**src/rtl/tlc_pkg.sv**
```systemverilog
// Purpose: Shared constants and types for the line interface control block
// Assumes: 8-bit register data, 16-bit register addresses
// Notes: Addresses are those of the first port; others add a port stride
package tlc_pkg;

  // Port spacing and register addresses of the first port
  localparam logic [15:0] TLC_PORT_STRIDE = 16'h0200;
  localparam logic [15:0] TLC_ADDR_TXRX_CTRL = 16'h1000;
  localparam logic [15:0] TLC_ADDR_TX_SHAPE = 16'h1001;
  localparam logic [15:0] TLC_ADDR_MAINT = 16'h1002;
  localparam logic [15:0] TLC_ADDR_LIVE = 16'h1003;
  localparam logic [15:0] TLC_ADDR_MASK = 16'h1004;
  localparam logic [15:0] TLC_ADDR_LATCHED = 16'h1005;
  localparam logic [15:0] TLC_ADDR_LEVEL = 16'h1006;
  localparam logic [15:0] TLC_ADDR_RX_IMP = 16'h1007;
  localparam logic [15:0] TLC_ADDR_RX_CTRL = 16'h1008;
  localparam logic [15:0] TLC_ADDR_CENTER_A = 16'h1229;
  localparam logic [15:0] TLC_ADDR_CENTER_B = 16'h122d;

  // Field positions, transmit/receive control
  localparam int TLC_MODE_LSB = 0;
  localparam int TLC_RX_PROTECT_BIT = 2;
  localparam int TLC_TX_HIZ_BIT = 3;
  localparam int TLC_AMI_BIT = 4;
  localparam int TLC_JA_TX_BIT = 5;
  // Field positions, transmit shape and impedance
  localparam int TLC_LBO_LSB = 0;
  localparam int TLC_TX_TERM_LSB = 3;
  localparam int TLC_TX_SYNC_BIT = 7;
  // Field positions, maintenance control
  localparam int TLC_TX_PDN_BIT = 0;
  localparam int TLC_ALL_ONES_BIT = 1;
  localparam int TLC_AUTO_AIS_BIT = 2;
  // Field positions, receive impedance and receive control
  localparam int TLC_RX_IMP_LSB = 0;
  localparam int TLC_RX_TERM_EN_BIT = 2;
  localparam int TLC_RX_SENS_LSB = 0;
  localparam int TLC_RX_SYNC_BIT = 7;

  // Reset values
  localparam logic [7:0] TLC_RST_TXRX_CTRL = 8'h00;
  localparam logic [7:0] TLC_RST_TX_SHAPE = 8'h00;
  localparam logic [7:0] TLC_RST_MAINT = 8'h00;
  localparam logic [7:0] TLC_RST_MASK = 8'h00;
  localparam logic [7:0] TLC_RST_RX_IMP = 8'h00;
  localparam logic [7:0] TLC_RST_RX_CTRL = 8'h00;
  localparam logic [7:0] TLC_RST_CENTER = 8'h00;

  // Line build-out codes without open-circuit detection
  localparam logic [2:0] TLC_LBO_CSU_LO = 3'h5;
  localparam logic [2:0] TLC_LBO_CSU_HI = 3'h7;

  // Timing and loss criteria
  localparam logic [3:0] TLC_OVERSAMPLE_LAST = 4'hf;
  localparam logic [3:0] TLC_SAMPLE_PHASE = 4'h8;
  localparam logic [7:0] TLC_LOS_WINDOW_BITS = 8'hc0;
  localparam logic [7:0] TLC_LOS_MIN_ONES = 8'h18;
  localparam logic [6:0] TLC_LOS_MAX_ZERO_RUN = 7'h64;
  localparam logic [5:0] TLC_LOS_HYST_DB = 6'h03;
  // Sensitivity in dB of cable loss per code
  localparam logic [5:0] TLC_SENS_DB0 = 6'h0c;
  localparam logic [5:0] TLC_SENS_DB1 = 6'h12;
  localparam logic [5:0] TLC_SENS_DB2 = 6'h1e;
  localparam logic [5:0] TLC_SENS_DB3 = 6'h24;

  typedef enum logic [1:0] {
    TLC_MODE_E1 = 2'b00,
    TLC_MODE_T1 = 2'b01,
    TLC_MODE_J1 = 2'b10
  } tlc_mode_type;

  typedef enum logic [1:0] {
    TLC_SYM_ZERO = 2'b00,
    TLC_SYM_MARK = 2'b01,
    TLC_SYM_BIP = 2'b10,
    TLC_SYM_VIOL = 2'b11
  } tlc_sym_type;

  typedef enum logic {
    TLC_LOS_CLEAR = 1'b0,
    TLC_LOS_ACTIVE = 1'b1
  } tlc_los_type;

  // Live driver and receiver conditions, bit 2 down to bit 0
  typedef struct packed {
    logic shortLive;
    logic openLive;
    logic lossLive;
  } tlc_status_type;

endpackage : tlc_pkg

```
**src/rtl/tlc_line_interface.sv**
```systemverilog
// Purpose: Control and status logic of one line interface port
// Assumes: Register port and line strobes synchronous to clk (100 MHz)
// Notes: mclkX16Strobe is the 16x line-rate tick from the clock multiplier
// Notes on behaviour
// - Port n registers sit at first-port address plus (n-1) times 0x200.
// - Tx data coded HDB3, B8ZS or AMI; attenuator path optional.
// - Release pin and per-port bit each three-state the driver.
// - Per-port config selects pulse shape and tx termination.
// - Sync-clock bit replaces line code by a 2.048MHz square wave.
// - Power-down bit turns transmitter off, floats both outputs.
// - All-ones bit sends ones on master timing, ignoring framer.
// - Auto all-ones bit sends ones while receiver is in loss.
// - Live status bit 2 shows short-circuit limiter active.
// - Latches capture short and open; unmasked bits raise interrupt.
// - Live status bit 1 shows open circuit on either output.
// - No open-circuit report in build-out settings 5 to 7.
// - Receive termination comes out of reset open.
// - Receiver oversamples 16x line rate to recover clock and data.
// - In loss the recovered clock comes from master timing.
// - Received level is reported in 2.5dB steps in a four-bit field.
// - Rx control bit 7 selects square-wave sync clock reception.
// - Loss is declared 3dB below programmed sensitivity.
// - Loss exits only with signal level at programmed sensitivity for a whole window.
// - Low release floats drivers; with protect bit, opens rx term.
// - T1/J1 exit needs 24 ones in 192 bits, no 100-zero run.
//
// Our own choice: the strobed register port.
`timescale 1ns/1ps
module tlc_line_interface
  import tlc_pkg::*;
#(
  parameter int PORT_INDEX = 1
) (
  // Clock and reset
  input wire logic clk,
  input wire logic rst_b,
  // Register port
  input wire logic [15:0] regAddr,
  input wire logic [7:0] regWrData,
  input wire logic regWr,
  input wire logic regRd,
  output logic [7:0] regRdData,
  // Global protection pin
  input wire logic globalLineDriverRelease,
  // Framer transmit data
  input wire logic txBitStrobe,
  input wire logic txData,
  // Master timing
  input wire logic mclkX16Strobe,
  // Transmit line and analog front end
  input wire logic txShortDetect,
  input wire logic txOpenDetect,
  output logic txLinePos,
  output logic txLineNeg,
  output logic txLineOe,
  output logic txPowerDown,
  output logic [2:0] txTermSelect,
  output logic [2:0] lineBuildOutSelect,
  output logic txJitterPath,
  output logic [7:0] txCenterA,
  output logic [7:0] txCenterB,
  // Receive line and analog front end
  input wire logic rxLinePos,
  input wire logic rxLineNeg,
  input wire logic [5:0] rxAttenDb,
  output logic rxTermEnable,
  output logic [1:0] rxImpedanceField,
  output logic rxSyncMode,
  output logic recoveredClockOut,
  output logic recoveredData,
  output logic recoveredStrobe,
  output logic carrierLossCondition,
  output logic lineIrq
);

  localparam logic [15:0] PORT_OFS = 16'((PORT_INDEX - 1) * 512);

  // Sensitivity code to dB of cable loss
  function automatic logic [5:0] sensDb(input logic [1:0] code);
    case (code)
      2'b00: sensDb = TLC_SENS_DB0;
      2'b01: sensDb = TLC_SENS_DB1;
      2'b10: sensDb = TLC_SENS_DB2;
      default: sensDb = TLC_SENS_DB3;
    endcase
  endfunction : sensDb

  // dB of attenuation to 2.5dB level steps, saturating at 15
  function automatic logic [3:0] dbToLevel(input logic [5:0] db);
    logic [7:0] steps;
    steps = 8'({1'b0, db, 1'b0} / 8'h05);
    dbToLevel = (steps > 8'h0f) ? 4'hf : steps[3:0];
  endfunction : dbToLevel

  logic [7:0] txrxCtrl;
  logic [7:0] txShape;
  logic [7:0] maint;
  logic [7:0] irqMask;
  logic [7:0] rxImp;
  logic [7:0] rxCtrl;
  logic [7:0] latched;
  logic [7:0] next_latched;
  tlc_status_type live;
  tlc_status_type liveDly;
  tlc_los_type losState;
  tlc_los_type next_losState;

  // Address decode relative to this port's bank
  wire logic [15:0] relAddr = regAddr - PORT_OFS;
  wire logic selTxrx = relAddr == TLC_ADDR_TXRX_CTRL;
  wire logic selShape = relAddr == TLC_ADDR_TX_SHAPE;
  wire logic selMaint = relAddr == TLC_ADDR_MAINT;
  wire logic selLive = relAddr == TLC_ADDR_LIVE;
  wire logic selMask = relAddr == TLC_ADDR_MASK;
  wire logic selLatched = relAddr == TLC_ADDR_LATCHED;
  wire logic selLevel = relAddr == TLC_ADDR_LEVEL;
  wire logic selRxImp = relAddr == TLC_ADDR_RX_IMP;
  wire logic selRxCtrl = relAddr == TLC_ADDR_RX_CTRL;
  wire logic selCenterA = relAddr == TLC_ADDR_CENTER_A;
  wire logic selCenterB = relAddr == TLC_ADDR_CENTER_B;

  // Configuration fields
  wire tlc_mode_type lineMode = tlc_mode_type'(txrxCtrl[TLC_MODE_LSB +: 2]);
  wire logic rxProtect = txrxCtrl[TLC_RX_PROTECT_BIT];
  wire logic txHiz = txrxCtrl[TLC_TX_HIZ_BIT];
  wire logic amiOnly = txrxCtrl[TLC_AMI_BIT];
  wire logic txSyncClock = txShape[TLC_TX_SYNC_BIT];
  wire logic txPdn = maint[TLC_TX_PDN_BIT];
  wire logic allOnes = maint[TLC_ALL_ONES_BIT];
  wire logic autoAis = maint[TLC_AUTO_AIS_BIT];
  wire logic rxTermOn = rxImp[TLC_RX_TERM_EN_BIT];
  wire logic [1:0] rxSens = rxCtrl[TLC_RX_SENS_LSB +: 2];
  wire logic isE1 = lineMode == TLC_MODE_E1;

  // Configuration to the analog front end
  assign lineBuildOutSelect = txShape[TLC_LBO_LSB +: 3];
  assign txTermSelect = txShape[TLC_TX_TERM_LSB +: 3];
  assign txJitterPath = txrxCtrl[TLC_JA_TX_BIT];
  assign rxImpedanceField = rxImp[TLC_RX_IMP_LSB +: 2];
  assign rxSyncMode = rxCtrl[TLC_RX_SYNC_BIT];
  assign txPowerDown = txPdn;
  // Pin release acts without a clock edge for fast protection switching
  assign txLineOe = globalLineDriverRelease & ~txHiz & ~txPdn;
  assign rxTermEnable = rxTermOn & ~(rxProtect & ~globalLineDriverRelease);

  // Register writes; latched bits clear by writing one
  always_ff @(posedge clk or negedge rst_b) begin
    if (!rst_b) begin
      txrxCtrl <= TLC_RST_TXRX_CTRL;
      txShape <= TLC_RST_TX_SHAPE;
      maint <= TLC_RST_MAINT;
      irqMask <= TLC_RST_MASK;
      rxImp <= TLC_RST_RX_IMP;
      rxCtrl <= TLC_RST_RX_CTRL;
      txCenterA <= TLC_RST_CENTER;
      txCenterB <= TLC_RST_CENTER;
    end else if (regWr) begin
      if (selTxrx) txrxCtrl <= regWrData;
      if (selShape) txShape <= regWrData;
      if (selMaint) maint <= regWrData;
      if (selMask) irqMask <= regWrData;
      if (selRxImp) rxImp <= regWrData;
      if (selRxCtrl) rxCtrl <= regWrData;
      if (selCenterA) txCenterA <= regWrData;
      if (selCenterB) txCenterB <= regWrData;
    end
  end

  // Live conditions; open detection is blind in CSU build-outs
  wire logic lboCsu = lineBuildOutSelect >= TLC_LBO_CSU_LO &&
                      lineBuildOutSelect <= TLC_LBO_CSU_HI;
  assign live.shortLive = txShortDetect & txLineOe;
  assign live.openLive = txOpenDetect & txLineOe & ~lboCsu;
  assign live.lossLive = losState == TLC_LOS_ACTIVE;

  // Rising live condition sets its latch; a set beats a same-cycle clear
  wire logic [7:0] latchSet = {5'h00, live & ~liveDly};
  wire logic [7:0] latchClr = (regWr && selLatched) ? regWrData : 8'h00;
  assign next_latched = (latched & ~latchClr) | latchSet;
  assign lineIrq = |(latched & irqMask);

  always_ff @(posedge clk or negedge rst_b) begin
    if (!rst_b) begin
      latched <= 8'h00;
      liveDly <= '0;
    end else begin
      latched <= next_latched;
      liveDly <= live;
    end
  end

  // Read data stands for the cycle after the strobe only
  wire logic [3:0] rxLevel = dbToLevel(rxAttenDb);
  wire logic [7:0] rdMux =
    selTxrx ? txrxCtrl :
    selShape ? txShape :
    selMaint ? maint :
    selLive ? {5'h00, live} :
    selMask ? irqMask :
    selLatched ? latched :
    selLevel ? {4'h0, rxLevel} :
    selRxImp ? rxImp :
    selRxCtrl ? rxCtrl :
    selCenterA ? txCenterA :
    selCenterB ? txCenterB : 8'h00;

  always_ff @(posedge clk or negedge rst_b) begin
    if (!rst_b) regRdData <= 8'h00;
    else regRdData <= regRd ? rdMux : 8'h00;
  end

  // Master timing: one line bit every 16 multiplier ticks
  logic [3:0] mclkPhase;
  wire logic mclkBitTick = mclkX16Strobe && mclkPhase == TLC_OVERSAMPLE_LAST;
  always_ff @(posedge clk or negedge rst_b) begin
    if (!rst_b) mclkPhase <= 4'h0;
    else if (mclkX16Strobe) mclkPhase <= mclkPhase + 4'h1;
  end

  // Transmit source: all ones on master timing replaces framer data
  wire logic sendOnes = allOnes | (autoAis & live.lossLive);
  wire logic bitTick = sendOnes ? mclkBitTick : txBitStrobe;
  wire logic inBit = sendOnes | txData;
  wire tlc_sym_type inSym = inBit ? TLC_SYM_MARK : TLC_SYM_ZERO;

  // Eight-bit look-ahead so zero runs can be rewritten before they leave
  tlc_sym_type pipe [0:7];
  tlc_sym_type next_pipe [0:7];
  logic markOdd;
  logic next_markOdd;
  logic b8zsZeros;
  logic hdb3Zeros;

  always_comb begin
    next_pipe[0] = inSym;
    for (int i = 1; i < 8; i++) begin
      next_pipe[i] = pipe[i - 1];
    end
    b8zsZeros = 1'b1;
    hdb3Zeros = 1'b1;
    for (int i = 0; i < 8; i++) begin
      if (next_pipe[i] != TLC_SYM_ZERO) b8zsZeros = 1'b0;
      if (i < 4 && next_pipe[i] != TLC_SYM_ZERO) hdb3Zeros = 1'b0;
    end
    next_markOdd = markOdd ^ inBit;
    if (!amiOnly && !isE1 && b8zsZeros) begin
      // Oldest first: 000VB0VB
      next_pipe[4] = TLC_SYM_VIOL;
      next_pipe[3] = TLC_SYM_BIP;
      next_pipe[1] = TLC_SYM_VIOL;
      next_pipe[0] = TLC_SYM_BIP;
    end else if (!amiOnly && isE1 && hdb3Zeros) begin
      // Odd pulse count since last violation: 000V, else B00V
      next_pipe[0] = TLC_SYM_VIOL;
      if (!markOdd) next_pipe[3] = TLC_SYM_BIP;
      next_markOdd = 1'b0;
    end
  end

  // Output polarity: marks alternate, violations repeat the last polarity
  logic lastPos;
  wire tlc_sym_type outSym = pipe[7];
  wire logic outPulse = outSym != TLC_SYM_ZERO;
  wire logic outPos = (outSym == TLC_SYM_VIOL) ? lastPos : ~lastPos;
  // Square wave at line rate from the master timing phase
  wire logic sqWave = mclkPhase[3];

  always_ff @(posedge clk or negedge rst_b) begin
    if (!rst_b) begin
      for (int i = 0; i < 8; i++) pipe[i] <= TLC_SYM_ZERO;
      markOdd <= 1'b0;
      lastPos <= 1'b0;
    end else if (bitTick) begin
      pipe <= next_pipe;
      markOdd <= next_markOdd;
      if (outPulse) lastPos <= outPos;
    end
  end

  // Line drive; held at zero while powered down
  always_ff @(posedge clk or negedge rst_b) begin
    if (!rst_b) begin
      txLinePos <= 1'b0;
      txLineNeg <= 1'b0;
    end else if (txPdn) begin
      txLinePos <= 1'b0;
      txLineNeg <= 1'b0;
    end else if (txSyncClock) begin
      txLinePos <= sqWave;
      txLineNeg <= ~sqWave;
    end else if (bitTick) begin
      txLinePos <= outPulse & outPos;
      txLineNeg <= outPulse & ~outPos;
    end
  end

  // Oversampling clock recovery; phase restarts at each pulse edge
  logic rxPulseDly;
  logic rxPulseSeen;
  logic [3:0] rxPhase;
  wire logic rxPulse = rxLinePos | rxLineNeg;
  wire logic rxEdge = rxPulse & ~rxPulseDly;
  wire logic rxSample = mclkX16Strobe && rxPhase == TLC_SAMPLE_PHASE;

  always_ff @(posedge clk or negedge rst_b) begin
    if (!rst_b) begin
      rxPulseDly <= 1'b0;
      rxPulseSeen <= 1'b0;
      rxPhase <= 4'h0;
    end else if (mclkX16Strobe) begin
      rxPulseDly <= rxPulse;
      rxPhase <= rxEdge ? 4'h1 : rxPhase + 4'h1;
      rxPulseSeen <= rxSample ? rxPulse : (rxPulseSeen | rxPulse);
    end
  end

  // Recovered data, strobe and clock; master phase during loss
  always_ff @(posedge clk or negedge rst_b) begin
    if (!rst_b) begin
      recoveredData <= 1'b0;
      recoveredStrobe <= 1'b0;
      recoveredClockOut <= 1'b0;
    end else begin
      recoveredStrobe <= rxSample;
      if (rxSample) recoveredData <= rxSyncMode | rxPulseSeen | rxPulse;
      recoveredClockOut <= live.lossLive ? ~mclkPhase[3]
                                         : (rxPhase < TLC_SAMPLE_PHASE);
    end
  end

  // Loss thresholds with hysteresis between declare and clear
  wire logic [5:0] sensLimit = sensDb(rxSens);
  wire logic lowLevel = rxAttenDb >= sensLimit + TLC_LOS_HYST_DB;
  wire logic goodLevel = rxAttenDb <= sensLimit;
  wire logic rxOne = rxSample & (rxPulseSeen | rxPulse);

  logic [7:0] lowCnt;
  logic [7:0] winCnt;
  logic [7:0] onesCnt;
  logic [6:0] zeroRun;
  logic zeroFail;
  logic levelFail;
  wire logic winEnd = mclkBitTick && winCnt == TLC_LOS_WINDOW_BITS - 8'h01;
  wire logic lowDone = lowCnt == TLC_LOS_WINDOW_BITS;
  wire logic t1Pass = onesCnt >= TLC_LOS_MIN_ONES && !zeroFail;
  wire logic exitOk = !levelFail && (isE1 || t1Pass);

  // Window statistics, counted on master bit timing; ones counted on recovered samples
  always_ff @(posedge clk or negedge rst_b) begin
    if (!rst_b) begin
      lowCnt <= 8'h00;
      winCnt <= 8'h00;
      onesCnt <= 8'h00;
      zeroRun <= 7'h00;
      zeroFail <= 1'b0;
      levelFail <= 1'b0;
    end else begin
      if (!lowLevel) lowCnt <= 8'h00;
      else if (mclkBitTick && !lowDone) lowCnt <= lowCnt + 8'h01;
      if (winEnd) begin
        winCnt <= 8'h00;
        onesCnt <= 8'h00;
        zeroFail <= 1'b0;
        levelFail <= 1'b0;
      end else begin
        if (mclkBitTick) winCnt <= winCnt + 8'h01;
        if (rxOne && onesCnt != 8'hff) onesCnt <= onesCnt + 8'h01;
        if (zeroRun >= TLC_LOS_MAX_ZERO_RUN) zeroFail <= 1'b1;
        if (mclkBitTick && !goodLevel) levelFail <= 1'b1;
      end
      if (rxOne) zeroRun <= 7'h00;
      else if (mclkBitTick && zeroRun != 7'h7f) zeroRun <= zeroRun + 7'h01;
    end
  end

  // Loss state machine
  always_comb begin
    next_losState = losState;
    case (losState)
      // Declare on a master tick so loss always moves on line timing
      TLC_LOS_CLEAR:
        if (lowDone && mclkX16Strobe) next_losState = TLC_LOS_ACTIVE;
      TLC_LOS_ACTIVE: if (winEnd && exitOk) next_losState = TLC_LOS_CLEAR;
      default: next_losState = TLC_LOS_CLEAR;
    endcase
  end

  always_ff @(posedge clk or negedge rst_b) begin
    if (!rst_b) losState <= TLC_LOS_CLEAR;
    else losState <= next_losState;
  end

  assign carrierLossCondition = live.lossLive;

endmodule : tlc_line_interface

```
**config.mk**
```make
export PLATFORM = sky130hd
export DESIGN_NAME = tlc_line_interface
export DESIGN_NICKNAME = d
export VERILOG_FILES = /design/src/rtl/tlc_pkg.sv /design/src/rtl/tlc_line_interface.sv
export SDC_FILE = /design/constraint.sdc
export NUM_CORES = 1
export LEC_CHECK = 0
export ABC_AREA = 1
export BUFFER_PORTS_ARGS = -buffer_cell sky130_fd_sc_hd__buf_2
export CAP_MARGIN = 0
export CORE_MARGIN = 2
export CORE_UTILIZATION = 30
export CTS_CLUSTER_SIZE = 28
export DETAILED_ROUTE_END_ITERATION = 7
export PLACE_DENSITY = 0.51
export SYNTH_ARGS = -nofsm -noshare
export SYNTH_HDL_FRONTEND = slang
export SYNTH_SLANG_ARGS = --single-unit
```
**constraint.sdc**
```tcl
create_clock -name clk -period 4.2 [get_ports clk]
set_input_delay 0.42 -clock clk [delete_from_list [all_inputs] [get_ports clk]]
set_output_delay 0.42 -clock clk [all_outputs]
set_load 0.1 [all_outputs]
```
==> metrics.csv <==
metric,value,unit
status,"complete, no violations",
Clock Skew,0.00911,ns
Syn Area/Cell,8.28,um2
Mapped Cells,928,
fraction of layout cells with a size suffix above 1,14.8,%
reg2reg path depth,15,
Row Count,58,
die area,26900,um2
Worst EP required,4.49,ns
Crit Path Class,reg2reg,
Vias,6483,
Critical Path AT,3.25,ns
IO buf count,85,
Die Height,164,um
Mapped Area,7690,um2
largest net degree at the start of global routing,86,
post_cts resized,0,
CORE AREA,25200,um2
drt wl/cell,15.3,um
Comb pwr share,16.5,%
setup TNS,0,ns
clock slew at reported path FFs,0.07,ns
hold buffer count at CTS,0,
total grt overflow,0,
Sink Count,150,
Final Cell Area,9020,um2
drt pass-1 iters,5,
CTS tree,done,
largest fanout on the critical path,8,
RSZ-0062 raised after global routing,false,
vias in the first global route,6406,
initial antenna violation count,3,
vias per cell,4.78,
PwrDens,428,nW/um2
CTS Buf Count,17,
post-synthesis cell type count,48,
worst slew pin tran,0.812,ns
#FFs+latches synth,150,
"Area growth, synth to finish",17.4,%
HP Class,in2async,
post-synthesis sequential area ratio,48.8,%
GP Congestion,0.782,
H-tree depth,4,
Total Wirelength,20.7,mm
peak supply drop,0.316,mV
Routed Antenna Nets,0,
number of max-cap violations,0,
P_leak,4.55,nW
first-pass GRT wire length,34.2,mm
HPWL after DPL,15.3,mm
YS warnings,0,
Max Clock Freq,338,MHz
Switching Share,32.4,%
clock root cell,clkbuf_16,
Post CTS Setup Buffer Count,0,
Post-synth EDFFs,0,
Tcrit/Tclk final,70.4,%
Worst slew margin,45.8,%
Mapped Nets,999,
async set-reset flop share out of synthesis,100,%
Worst setup SP type,register,
Initial Util,30.5,%
GR Util All Layers,16.4,%
switching pwr,0.00125,W
max-slew violations,0,
Fin. Hold Viols,0,
DP Area,8450,um2
nets@finish,1083,
DRC Markers,0,
minimum clock period,2.96,ns
"Top FF cell, synth",dfrtp_1,
Reg power frac,44.2,%
Pint,0.00261,W
I/O pin count,86,
chip width,164,um
Clk pwr share,39.3,%
Starting DRT DRC Count,394,
Clock Latency Late Sink,0.44,ns
clock buffer depth,2,
Critical Path End Type,register,
# setup viols final,0,
==> layout make-up <==
class	count	area (um2)
well taps	330	413
flip-flops and latches	150	3750
diodes	2	5.00
multi-input cells	631	3350
fillers	2641	16200
inverters	124	465
repair buffers	88	467
clock inverters	15	143
clock buffers	17	425
==> routing by layer <==
metal | vias up | track usage (%) | wire (um)
met2 | 121 | 25.9 | 9510
met4 | 2 | 4.74 | 345
met5 | - | 0 | 7
li1 | 3256 | - | -
met1 | 3078 | 22.5 | 9850
met3 | 26 | 3.59 | 1010
==> cells by family (layout without fill, tap and decap cells) <==
group,count (synthesis),after routing,share of synthesized area (%)
AO/OA/AOI/OAI,221,221,16.3
XOR/XNOR,9,9,1.03
adder cells (fa/ha/maj),29,29,4.72
buffers and inverters,147,244,7.59
flip-flops,150,150,48.8
other,0,2,0
AND/OR/NAND/NOR,372,372,21.5
==> stage by stage <==
stage | hold WS [ns] | total power, W | util, % | std cells | setup slack, ns
floorplan | 0.124 | 0.00219 | - | 928 | 0.300
global placement | 0.407 | 0.00237 | 33.5 | 1323 | 1.32
detailed placement | 0.408 | 0.00238 | 33.5 | 1323 | 1.21
CTS | 0.0897 | 0.00391 | 35.8 | 1355 | 1.19
global route | 0.116 | 0.00408 | 35.8 | 1356 | 0.764
finish | 0.0523 | 0.00387 | 35.8 | 1357 | 1.24
==> power by group through the flow <==
stage          Sequential [W]  Combinational (W)  Clock (W)
6_report              0.00171           0.000637    0.00152
5_1_grt               0.00173           0.000733    0.00162
4_1_cts               0.00171           0.000649    0.00155
3_5_place_dp          0.00173           0.000646          0
3_3_place_gp          0.00173           0.000639          0
2_1_floorplan         0.00183           0.000353          0
==> synth_stat cells, drive strengths merged (3+ instances only) <==
| master | n | area [um2] |
|---|---|---|
| a31oi | 3 | 18.8 |
| nand4 | 14 | 87.6 |
| nand3 | 43 | 240 |
| xnor2 | 3 | 26.3 |
| a221oi | 6 | 52.6 |
| nor3 | 20 | 116 |
| nor4 | 6 | 50.0 |
| a21oi | 55 | 290 |
| o22ai | 6 | 37.5 |
| xor2 | 6 | 52.6 |
| a21o | 3 | 22.5 |
| o211ai | 15 | 113 |
| buf | 9 | 65.1 |
| clkbuf | 14 | 52.6 |
| nor2 | 56 | 230 |
| dfrtp | 150 | 3750 |
| inv | 120 | 450 |
| o2111ai | 5 | 43.8 |
| clkinv | 4 | 15.0 |
| o21ai | 118 | 594 |
| nand2 | 227 | 890 |
| ha | 29 | 363 |
==> cells in the final DEF, fill, tap and decap left out, types with 6 or more instances in the layout <==
| master | instances |
|---|---|
| a21oi_1 | 53 |
| a221oi_1 | 6 |
| buf_2 | 84 |
| clkbuf_16 | 17 |
| dfrtp_1 | 150 |
| ha_1 | 29 |
| inv_1 | 116 |
| inv_6 | 6 |
| nand2_1 | 216 |
| nand2_2 | 9 |
| nand3_1 | 38 |
| nand4_1 | 14 |
| nor2_1 | 52 |
| nor3_1 | 18 |
| o211ai_1 | 15 |
| o21ai_0 | 115 |
| o22ai_1 | 6 |
| xor2_1 | 6 |
==> path summary, 6_finish.rpt <==
kind	from	endpoint	slack (ns)
setup / recovery	rxCtrl[0]	lowCnt[6]	1.24
hold reg to reg	liveDly[0]	latched[0]	0.42
hold / removal	rst_b	rxPhase[2]	0.05
min in group clk	regWrData[5]	latched[5]	0.18
max in group asynchronous	rst_b	txCenterA[2]	3.29
setup reg to reg	rxCtrl[0]	lowCnt[6]	1.24
==> critical path, cell delays in order (launching register included) <==
cell,delay [ns]
dfrtp_1,0.45
inv_1,0.13
ha_1,0.25
xnor2_1,0.19
ha_1,0.26
nand2_1,0.09
nor2_1,0.05
a221oi_1,0.51
a21oi_1,0.08
inv_1,0.19
nand2_1,0.07
nor2_1,0.12
nand2_1,0.09
nor2_1,0.12
and3_1,0.16
nor3_1,0.04
(Power assumes the default switching activity.)
